<file path="config.mk">
export PLATFORM = sky130hd
export DESIGN_NAME = diff_clock_stop_powerdown_ctrl
export DESIGN_NICKNAME = d
export VERILOG_FILES = /design/src/logic/clk_stop_pkg.sv /design/src/logic/diff_clock_stop_powerdown_ctrl.sv
export SDC_FILE = /design/constraint.sdc
export NUM_CORES = 1
export LEC_CHECK = 0
export ABC_AREA = 1
export BUFFER_PORTS_ARGS = -buffer_cell sky130_fd_sc_hd__buf_2
export CAP_MARGIN = 20
export CORE_MARGIN = 2
export CORE_UTILIZATION = 50
export DETAILED_ROUTE_END_ITERATION = 16
export GPL_TIMING_DRIVEN = 0
export PLACE_DENSITY = 0.71
export SLEW_MARGIN = 10
export SYNTH_ARGS = -nofsm -noshare
export SYNTH_HDL_FRONTEND = slang
export SYNTH_SLANG_ARGS = --single-unit
</file>
<file path="constraint.sdc">
create_clock -name mclk -period 1.77 [get_ports mclk]
set_input_delay 0 -clock mclk [delete_from_list [all_inputs] [get_ports mclk]]
set_output_delay 0 -clock mclk [all_outputs]
set_load 0.03 [all_outputs]
</file>
<file path="src/logic/clk_stop_pkg.sv">
// Constants for the differential clock stop and power-down controller.
package clk_stop_pkg;
  // ==========================================================================
  // Register byte offsets
  localparam logic [7:0] OFS_MODE = 8'h00;
  localparam logic [7:0] OFS_ENABLE = 8'h01;
  localparam logic [7:0] OFS_STOPPABLE = 8'h02;
  localparam logic [7:0] OFS_REV_VENDOR = 8'h04;
  localparam logic [7:0] OFS_PART_ID = 8'h05;
  localparam logic [7:0] OFS_BYTE_COUNT = 8'h06;
  // ==========================================================================
  // Field positions
  localparam int POWERDOWN_DRIVE_SEL_BIT = 7;
  localparam int STOP_MODE_BIT = 6;
  localparam int NUM_OUT = 4;
  // ==========================================================================
  // Values after reset
  localparam logic [7:0] MODE_RST = 8'h07;
  localparam logic [7:0] ENABLE_RST = 8'h66;
  localparam logic [7:0] STOPPABLE_RST = 8'h00;
  localparam logic [7:0] BYTE_COUNT_RST = 8'h07;
  // Identity codes: the values are arbitrary.
  localparam logic [3:0] REVISION_CODE = 4'h2;
  localparam logic [3:0] VENDOR_CODE = 4'h3;
  localparam logic [7:0] PART_ID_RST = 8'h5A;
  // ==========================================================================
  // Timing
  localparam int CLK_MHZ = 10;
  localparam int LOCK_TIME_US = 1000;
  localparam int LOCK_CYCLES = LOCK_TIME_US * CLK_MHZ;
  localparam logic [1:0] DEBOUNCE_EDGES = 2'h2;
  // ==========================================================================
  // Power sequencing states
  typedef enum logic [3:0] {
    PWR_RUN = 4'h1,
    PWR_PARK = 4'h2,
    PWR_DOWN = 4'h4,
    PWR_LOCK = 4'h8
  } pwr_state_e;
endpackage : clk_stop_pkg

</file>
<file path="src/logic/diff_clock_stop_powerdown_ctrl.sv">
// Power-down and output-stop gating for a four-pair differential clock buffer.
`timescale 1ns/1ps
`default_nettype none
module diff_clock_stop_powerdown_ctrl #(
  parameter int LOCK_CYCLES = clk_stop_pkg::LOCK_CYCLES
) (
  // Clock and reset
  input wire logic mclk,
  input wire logic rst,
  // Reference clock and control pins
  input wire logic ref_clock_in,
  input wire logic power_down_n,
  input wire logic output_stop_n,
  // Register port
  input wire logic [7:0] reg_addr,
  input wire logic [7:0] reg_wdata,
  input wire logic reg_wr,
  output logic [7:0] reg_rdata,
  // Differential output pairs
  output logic [3:0] diff_out_true,
  output logic [3:0] diff_out_true_oe,
  output logic [3:0] diff_out_comp,
  output logic [3:0] diff_out_comp_oe,
  output logic [3:0] true_half_drive,
  output logic pll_locked
);
  // ==========================================================================
  // Registers
  logic [7:0] mode_r;
  logic [7:0] enable_r;
  logic [7:0] stoppable_r;
  logic [7:0] part_id_r;
  logic [7:0] byte_count_r;
  logic powerdown_drive_sel;
  logic stop_mode;

  assign powerdown_drive_sel = mode_r[clk_stop_pkg::POWERDOWN_DRIVE_SEL_BIT];
  assign stop_mode = mode_r[clk_stop_pkg::STOP_MODE_BIT];

  // The revision/vendor byte has no storage, so writes to it fall away.
  always_ff @(posedge mclk) begin
    if (rst) begin
      mode_r <= clk_stop_pkg::MODE_RST;
      enable_r <= clk_stop_pkg::ENABLE_RST;
      stoppable_r <= clk_stop_pkg::STOPPABLE_RST;
      part_id_r <= clk_stop_pkg::PART_ID_RST;
      byte_count_r <= clk_stop_pkg::BYTE_COUNT_RST;
    end else if (reg_wr) begin
      case (reg_addr)
        clk_stop_pkg::OFS_MODE: mode_r <= reg_wdata;
        clk_stop_pkg::OFS_ENABLE: enable_r <= reg_wdata;
        clk_stop_pkg::OFS_STOPPABLE: stoppable_r <= reg_wdata;
        clk_stop_pkg::OFS_PART_ID: part_id_r <= reg_wdata;
        clk_stop_pkg::OFS_BYTE_COUNT: byte_count_r <= reg_wdata;
        default: ;
      endcase
    end
  end

  always_ff @(posedge mclk) begin
    if (rst) begin
      reg_rdata <= 8'h00;
    end else begin
      case (reg_addr)
        clk_stop_pkg::OFS_MODE: reg_rdata <= mode_r;
        clk_stop_pkg::OFS_ENABLE: reg_rdata <= enable_r;
        clk_stop_pkg::OFS_STOPPABLE: reg_rdata <= stoppable_r;
        clk_stop_pkg::OFS_REV_VENDOR: reg_rdata <= {clk_stop_pkg::REVISION_CODE,
                                                     clk_stop_pkg::VENDOR_CODE};
        clk_stop_pkg::OFS_PART_ID: reg_rdata <= part_id_r;
        clk_stop_pkg::OFS_BYTE_COUNT: reg_rdata <= byte_count_r;
        default: reg_rdata <= 8'h00;
      endcase
    end
  end

  // ==========================================================================
  // Output clock edges
  logic base_r;
  logic comp_rise;
  logic comp_fall;

  always_ff @(posedge mclk) begin
    if (rst) begin
      base_r <= 1'b0;
    end else begin
      base_r <= ref_clock_in;
    end
  end

  // The complement output is the inverse of the true clock.
  assign comp_rise = base_r & ~ref_clock_in;
  assign comp_fall = ~base_r & ref_clock_in;

  // ==========================================================================
  // Power-down sequencing
  clk_stop_pkg::pwr_state_e state_r;
  logic [1:0] pd_cnt_r;
  logic [13:0] lock_cnt_r;

  always_ff @(posedge mclk) begin
    if (rst || state_r != clk_stop_pkg::PWR_RUN || power_down_n) begin
      pd_cnt_r <= 2'h0;
    end else if (comp_rise && pd_cnt_r != clk_stop_pkg::DEBOUNCE_EDGES) begin
      pd_cnt_r <= pd_cnt_r + 2'h1;
    end
  end

  // Release is taken at once: the output clock is parked then and cannot
  // serve as a sampling edge.
  always_ff @(posedge mclk) begin
    if (rst) begin
      state_r <= clk_stop_pkg::PWR_LOCK;
      lock_cnt_r <= 14'h0000;
    end else begin
      case (state_r)
        clk_stop_pkg::PWR_RUN: begin
          if (pd_cnt_r == clk_stop_pkg::DEBOUNCE_EDGES) begin
            state_r <= clk_stop_pkg::PWR_PARK;
          end
        end
        clk_stop_pkg::PWR_PARK: begin
          if (power_down_n) begin
            state_r <= clk_stop_pkg::PWR_RUN;
          end else if (comp_fall) begin
            state_r <= clk_stop_pkg::PWR_DOWN;
          end
        end
        clk_stop_pkg::PWR_DOWN: begin
          lock_cnt_r <= 14'h0000;
          if (power_down_n) begin
            state_r <= clk_stop_pkg::PWR_LOCK;
          end
        end
        clk_stop_pkg::PWR_LOCK: begin
          if (!power_down_n) begin
            state_r <= clk_stop_pkg::PWR_DOWN;
          end else if (int'(lock_cnt_r) >= LOCK_CYCLES - 1) begin
            state_r <= clk_stop_pkg::PWR_RUN;
          end else begin
            lock_cnt_r <= lock_cnt_r + 14'h0001;
          end
        end
        default: state_r <= clk_stop_pkg::PWR_LOCK;
      endcase
    end
  end

  always_ff @(posedge mclk) begin
    if (rst) begin
      pll_locked <= 1'b0;
    end else begin
      pll_locked <= (state_r == clk_stop_pkg::PWR_RUN) || (state_r == clk_stop_pkg::PWR_PARK);
    end
  end

  // ==========================================================================
  // Output-stop debounce
  logic stop_samp_r;
  logic stop_act_r;

  always_ff @(posedge mclk) begin
    if (rst) begin
      stop_samp_r <= 1'b1;
      stop_act_r <= 1'b0;
    end else if (comp_rise) begin
      stop_samp_r <= output_stop_n;
      if (stop_samp_r == output_stop_n) begin
        stop_act_r <= ~output_stop_n;
      end
    end
  end

  // ==========================================================================
  // Per-pair gating
  logic [3:0] stopped_r;
  logic running;

  assign running = (state_r == clk_stop_pkg::PWR_RUN) || (state_r == clk_stop_pkg::PWR_PARK);

  for (genvar i = 0; i < clk_stop_pkg::NUM_OUT; i++) begin : g_pair
    localparam int POS = (i < 2) ? i + 1 : i + 3;
    // Halting only while the true clock is high keeps the last pulse whole.
    always_ff @(posedge mclk) begin
      if (rst || !running || !stoppable_r[POS]) begin
        stopped_r[i] <= 1'b0;
      end else if (base_r) begin
        stopped_r[i] <= stop_act_r;
      end
    end

    always_ff @(posedge mclk) begin
      if (rst) begin
        diff_out_true[i] <= 1'b0;
        diff_out_true_oe[i] <= 1'b0;
        diff_out_comp[i] <= 1'b0;
        diff_out_comp_oe[i] <= 1'b0;
        true_half_drive[i] <= 1'b0;
      end else if (state_r == clk_stop_pkg::PWR_LOCK) begin
        diff_out_true[i] <= 1'b1;
        diff_out_true_oe[i] <= 1'b1;
        diff_out_comp[i] <= 1'b0;
        diff_out_comp_oe[i] <= 1'b0;
        true_half_drive[i] <= 1'b1;
      end else if (state_r == clk_stop_pkg::PWR_DOWN) begin
        diff_out_true[i] <= ~powerdown_drive_sel;
        diff_out_true_oe[i] <= ~powerdown_drive_sel;
        diff_out_comp[i] <= 1'b0;
        diff_out_comp_oe[i] <= 1'b0;
        true_half_drive[i] <= ~powerdown_drive_sel;
      end else if (!enable_r[POS]) begin
        diff_out_true[i] <= 1'b0;
        diff_out_true_oe[i] <= 1'b0;
        diff_out_comp[i] <= 1'b0;
        diff_out_comp_oe[i] <= 1'b0;
        true_half_drive[i] <= 1'b0;
      end else if (stopped_r[i]) begin
        // On release the true output is driven high until it rejoins.
        diff_out_true[i] <= ~stop_mode | ~stop_act_r;
        diff_out_true_oe[i] <= ~stop_mode | ~stop_act_r;
        diff_out_comp[i] <= 1'b0;
        diff_out_comp_oe[i] <= 1'b0;
        true_half_drive[i] <= 1'b0;
      end else begin
        diff_out_true[i] <= base_r;
        diff_out_true_oe[i] <= 1'b1;
        diff_out_comp[i] <= ~base_r;
        diff_out_comp_oe[i] <= 1'b1;
        true_half_drive[i] <= 1'b0;
      end
    end
  end
endmodule : diff_clock_stop_powerdown_ctrl
`default_nettype wire

</file>
Word level (Yosys, flattened, before mapping)
Index checks and enable logic that the tools add are counted.
{"block": "totals", "out_inout_bits": 29, "register_bits": 93}
{"block": "op_classes", "add_sub_neg": 2, "mux": 49, "eq_ne": 19, "n_reduce_logical": 32, "n_bitwise": 13, "n_lt_le_gt_ge": 1}
{"operator": "8-bit one-hot mux with 6 select lines", "count": 1}
{"operator": "1-bit two-way mux", "count": 38}
{"operator": "14-bit two-way mux", "count": 2}
{"operator": "14-bit one-hot mux with 2 select lines", "count": 1}
{"operator": "8-bit by 3-bit equality test with 1-bit output, second input constant", "count": 3}
{"operator": "4-bit two-way mux", "count": 6}
{"operator": "5-bit OR reduction", "count": 4}
{"operator": "4-bit one-hot mux with 4 select lines", "count": 1}
{"operator": "4-bit OR reduction", "count": 4}
{"operator": "14-bit by 1-bit adder with 14-bit output, second input constant", "count": 1}
{"operator": "14-bit greater-or-equal comparator, second input constant", "count": 1}
{"operator": "2-bit AND reduction", "count": 6}
{"operator": "2-bit != test, second input constant", "count": 5}
{"operator": "1-bit NOT", "count": 10}
{"operator": "8-bit by 1-bit equality test with 1-bit output, second input constant", "count": 1}
{"operator": "8-bit by 2-bit equality test with 1-bit output, second input constant", "count": 1}
{"operator": "8-bit zero test", "count": 1}
{"operator": "1-bit logical OR", "count": 8}
{"operator": "3-bit != test, second input constant", "count": 2}
{"operator": "1-bit zero test", "count": 5}
{"operator": "4-bit by 1-bit equality test with 1-bit output, second input constant", "count": 1}
{"operator": "4-bit by 2-bit equality test with 1-bit output, second input constant", "count": 1}
{"operator": "4-bit by 3-bit equality test with 1-bit output, second input constant", "count": 1}
{"operator": "4-bit equality test, second input constant", "count": 1}
{"operator": "other kinds (10)", "count": 11}

Depth between registers and ports, before layout
{"block": "logic_depth", "depth_word": 6, "ltp_mapped": 11, "depth_no_buf": 10}

Worst setup path after synthesis
No wires, ideal clock.
{"block": "synth_path", "kind": "register to register", "from": "reg lock_cnt_r[0]", "to": "reg lock_cnt_r[11]", "n_path_buf": 1, "synth_period_minus_slack_ns": 1.553, "arrival_ns": 1.486, "required_ns": 1.703, "path_slack_ns": 0.217, "stages_incl_launch_ff": 11, "cell_sequence": "dfxtp_1 -> ha_1 -> nand3_1 -> nand2_1 -> nand3b_1 -> nand2_2 -> nand2_4 -> nand2_4 -> buf_6 -> nand2_1 -> a21oi_2"}
{"block": "synth_between", "elab_chain_cells": 4, "word_cells_on_any_way": 7, "cone_classes": "1 x add/sub; 1 x order compare; 1 x eq/ne; 3 x mux; 1 x reduce/logical"}
{"element": "start, declared", "line_no": "diff_clock_stop_powerdown_ctrl.sv:99", "text": "logic [13:0] lock_cnt_r;"}
{"element": "start signal, assigned", "line_no": "diff_clock_stop_powerdown_ctrl.sv:141", "text": "lock_cnt_r <= lock_cnt_r + 14'h0001;"}
{"element": "14-bit by 1-bit adder with 14-bit output", "line_no": "diff_clock_stop_powerdown_ctrl.sv:141"}
{"element": "14-bit two-way mux", "line_no": "diff_clock_stop_powerdown_ctrl.sv:138", "text": "end else if (int'(lock_cnt_r) >= LOCK_CYCLES - 1) begin"}
{"element": "14-bit two-way mux", "line_no": "diff_clock_stop_powerdown_ctrl.sv:136", "text": "if (!power_down_n) begin"}
{"element": "14-bit one-hot mux with 2 select lines", "line_no": "diff_clock_stop_powerdown_ctrl.sv:116", "text": "case (state_r)"}
Parallel ways exist; a longest one is shown, timed or not. The select of a mux whose other input is x is not followed.
A chain may end at the register's enable or synchronous reset.

Worst setup path in the final report
{"block": "layout_path", "from": "reg lock_cnt_r[1]", "to": "reg lock_cnt_r[8]"}
The elaborated chain is that of the path after synthesis.

==> flow_summary.json <==
{
  "status": "finished, final reports clean",
  "synth_top_area_share_pct": 45.6,
  "synthTopCellsByArea": "dfxtp_1, nand2_1, nor2_1, a21oi_1, inv_1",
  "critPathSlowestCell": "dfxtp_4",
  "clkSinkCount": 93,
  "vias_per_cell": 5.32,
  "grt_max_degree": 18,
  "cts_tree": "done",
  "final_layout_size_suffix_gt1_share_pct": 15.7,
  "ys_warn_count": 0,
  "portBuffers": 49,
  "cts_max_level": 3,
  "critical_path_class": "reg -> reg",
  "hpwl_um": 7380,
  "yosysTopAreaCell": "dfxtp_1",
  "finalPower_mw": 5.97,
  "slowest_delay_ns": 0.38,
  "ioPinCount": 51,
  "antenna_found_initial": 0,
  "clkLatencyLatePin_ns": 0.37,
  "place_ws_ns": -0.131,
  "grt_pass1_vias": 3642,
  "clkSlewWorstSetupHoldPaths_ns": 0.10,
  "netlist_instances": 563,
  "crit_start": "lock_cnt_r[1]",
  "netlist_area_um2": 4080,
  "layout_commonest_cell": "nand2_1",
  "grt_usage_pct": 24.8,
  "worstPathArrival_ns": 1.94,
  "worst_slack_ns": 0.130,
  "required_ns": 2.07,
  "synth-simple-area-share_pct": 30.6,
  "fp.dieH_um": 94.4,
  "drc": 0,
  "synth_xor_area_share_pct": 0.644,
  "gp_congestion": 0.927,
  "synth_top_family_by_area": "simple AND/OR/NAND/NOR gates",
  "powerDensity_nw_per_um2": 1240,
  "nFillCells": 742,
  "crit_chain": "ha_4 -> nand3_1 -> nand2_1 -> nand3b_1 -> nand2_2 -> nand2_4 -> nand2_4 -> buf_8 -> nand2_1 -> a21oi_1",
  "dr_total_vias": 3960,
  "period_minus_slack_ns": 1.64,
  "syn_nets": 587,
  "max_freq_mhz": 610,
  "grt_pass1_wl_um": 17200,
  "max_slew_margin_pct": 52.6,
  "root_buffer": "clkbuf_8",
  "ys_seq_area_share_pct": 45.6,
  "drt-initial-drc-count": 215,
  "cp-start-kind": "register",
  "fp.coreArea_um2": 7810,
  "r2r_start": "lock_cnt_r[1]",
  "overflow": 0,
  "maxCapViolCount": 0,
  "crit_family": "simple AND/OR/NAND/NOR gates",
  "clock_path_buffers": 2,
  "cp-end-kind": "register",
  "ys_seq_elements": 93,
  "vdd_ir_drop_max_v": 0.000472,
  "finClkSkew_ns": 0.0120,
  "hold_path_class": "in -> reg",
  "start_util_pct": 52.3,
  "die_area_um2": 8900,
  "ys_types": 37,
  "timing.setup.tns_ns": 0,
  "layout_common_cells": "nand2_1, dfxtp_1, nor2_1, inv_1, buf_2",
  "min_from": "reg_wr",
  "die_w_um": 94.4,
  "worst-path-buf-inv": 1,
  "synth_adder_area_share_pct": 0.613,
  "cp_max_fo": 10,
  "tightest_slew_ns": 0.703,
  "rows": 32,
  "drt_pass1_iterations": 5,
  "cts_buffers": 9,
  "synthMuxAreaShare_pct": 0,
  "p_leak_nw": 2.12,
  "drv_slew": 0,
  "routed_wl_um": 10400,
  "finalSetupViolCount": 0,
  "post-route-period-util_pct": 92.7,
  "antennaDiodeCount": 0,
  "synth.avg_cell_area_um2": 7.25,
  "syn_to_final_growth_pct": 17.7,
  "synth_compound_area_share_pct": 14.7,
  "hold_violations": 0,
  "wl_per_cell_um": 13.9,
  "drtAntennaViolNets": 0,
  "fin_nets": 661
}
[what timing repair did]
item | in CTS | in global routing
hold buffers | 11 | 0
gates resized for setup | 3 | 7
endpoints found under the hold margin | 30 | 0
pin swaps | 0 | 3
endpoints found under the setup margin | 14 | 16
buffers inserted | 0 | 3
cloned | 0 | 0
[cells in the mapped netlist]
| library cell | number |
|---|---|
| a21oi_1 | 43 |
| a21oi_2 | 1 |
| a221oi_1 | 1 |
| a22oi_1 | 4 |
| a31oi_1 | 2 |
| buf_2 | 2 |
| buf_4 | 4 |
| buf_6 | 2 |
| clkbuf_1 | 9 |
| clkinv_1 | 2 |
| clkinv_2 | 1 |
| dfxtp_1 | 93 |
| ha_1 | 2 |
| inv_1 | 53 |
| inv_2 | 3 |
| nand2_1 | 144 |
| nand2_2 | 5 |
| nand2_4 | 3 |
| nand3_1 | 35 |
| nand3b_1 | 2 |
| nand4_1 | 11 |
| nor2_1 | 60 |
| nor2_2 | 3 |
| nor2_4 | 1 |
| nor3_1 | 9 |
| nor3_2 | 3 |
| nor3_4 | 1 |
| nor3b_1 | 2 |
| nor4_1 | 4 |
| o211ai_1 | 15 |
| o21a_1 | 2 |
| o21ai_0 | 35 |
| o21ai_1 | 1 |
| o21bai_1 | 1 |
| o221ai_1 | 1 |
| xnor2_1 | 1 |
| xor2_1 | 2 |
[sequential cells by signal, indices dropped and copies added (netlist names), 2 cells and up]
name,flops
state_r,4
stoppable_r,8
diff_out_comp,4
part_id_r,8
mode_r,8
diff_out_comp_oe,4
lock_cnt_r,14
enable_r,8
reg_rdata,8
diff_out_true_oe,4
byte_count_r,8
stopped_r,4
pd_cnt_r,2
diff_out_true,4
[cell type report]
type                       instances  area, um^2  share of cell area (%)
clock inverter                     6        53.8                    1.12
sequential                        93        1870                    38.9
tap                              102         128                    2.66
timing repair buffer              63         378                    7.86
multi-input combinational        394        1910                    39.8
inverter                          59         223                    4.64
buffer                            17         101                    2.11
clock buffer                      10         138                    2.86
[cell families after synthesis]
group | count (synthesis)
AO/OA/AOI/OAI | 106
XOR/XNOR | 3
adder cells (fa/ha/maj) | 2
buffers and inverters | 76
flip-flops | 93
AND/OR/NAND/NOR | 283
[power by group]
| part | leakage [nW] | internal, mW | switching (mW) |
|---|---|---|---|
| Clock | 0.0954 | 0.574 | 0.804 |
| Combinational | 1.27 | 0.671 | 1.49 |
| Sequential | 0.758 | 2.34 | 0.0889 |
[final timing paths]
| kind | endpoint | cells past startpoint | slack, ns |
|---|---|---|---|
| hold / removal | enable_r[0] | 3 | 0.02 |
| hold reg to reg | enable_r[4] | 2 | 0.45 |
| setup reg to reg | lock_cnt_r[8] | 10 | 0.13 |
| setup / recovery | lock_cnt_r[8] | 10 | 0.13 |
[per-layer routing]
layer | global-route usage (%) | up-vias | routed length (um)
li1 | - | 2000 | -
met1 | 33.3 | 1796 | 4690
met3 | 3.51 | 23 | 607
met5 | 0 | - | 0
met2 | 39.9 | 141 | 4810
met4 | 10.6 | 0 | 272
[metrics by stage]
stage | utilization (%) | std cells | hold slack, ns | instance area, um^2
global placement | 57.1 | 714 | 0.233 | 4460
detailed placement | 57.1 | 714 | 0.246 | 4460
global route | 61.5 | 744 | 0.0156 | 4800
finish | 61.5 | 744 | 0.0154 | 4800
CTS | 61.1 | 741 | 0.00705 | 4770
floorplan | - | 563 | 0.116 | 4080
[worst reg2reg max path, delay by kind of cell (launching register included)]
family	cells	cell delay, ns
compound gates	1	0.13
fa+ha+maj	1	0.17
simple gates	7	0.75
flops	1	0.38
buf+inv	1	0.14
No activity file was read; power rests on OpenSTA's default activity.
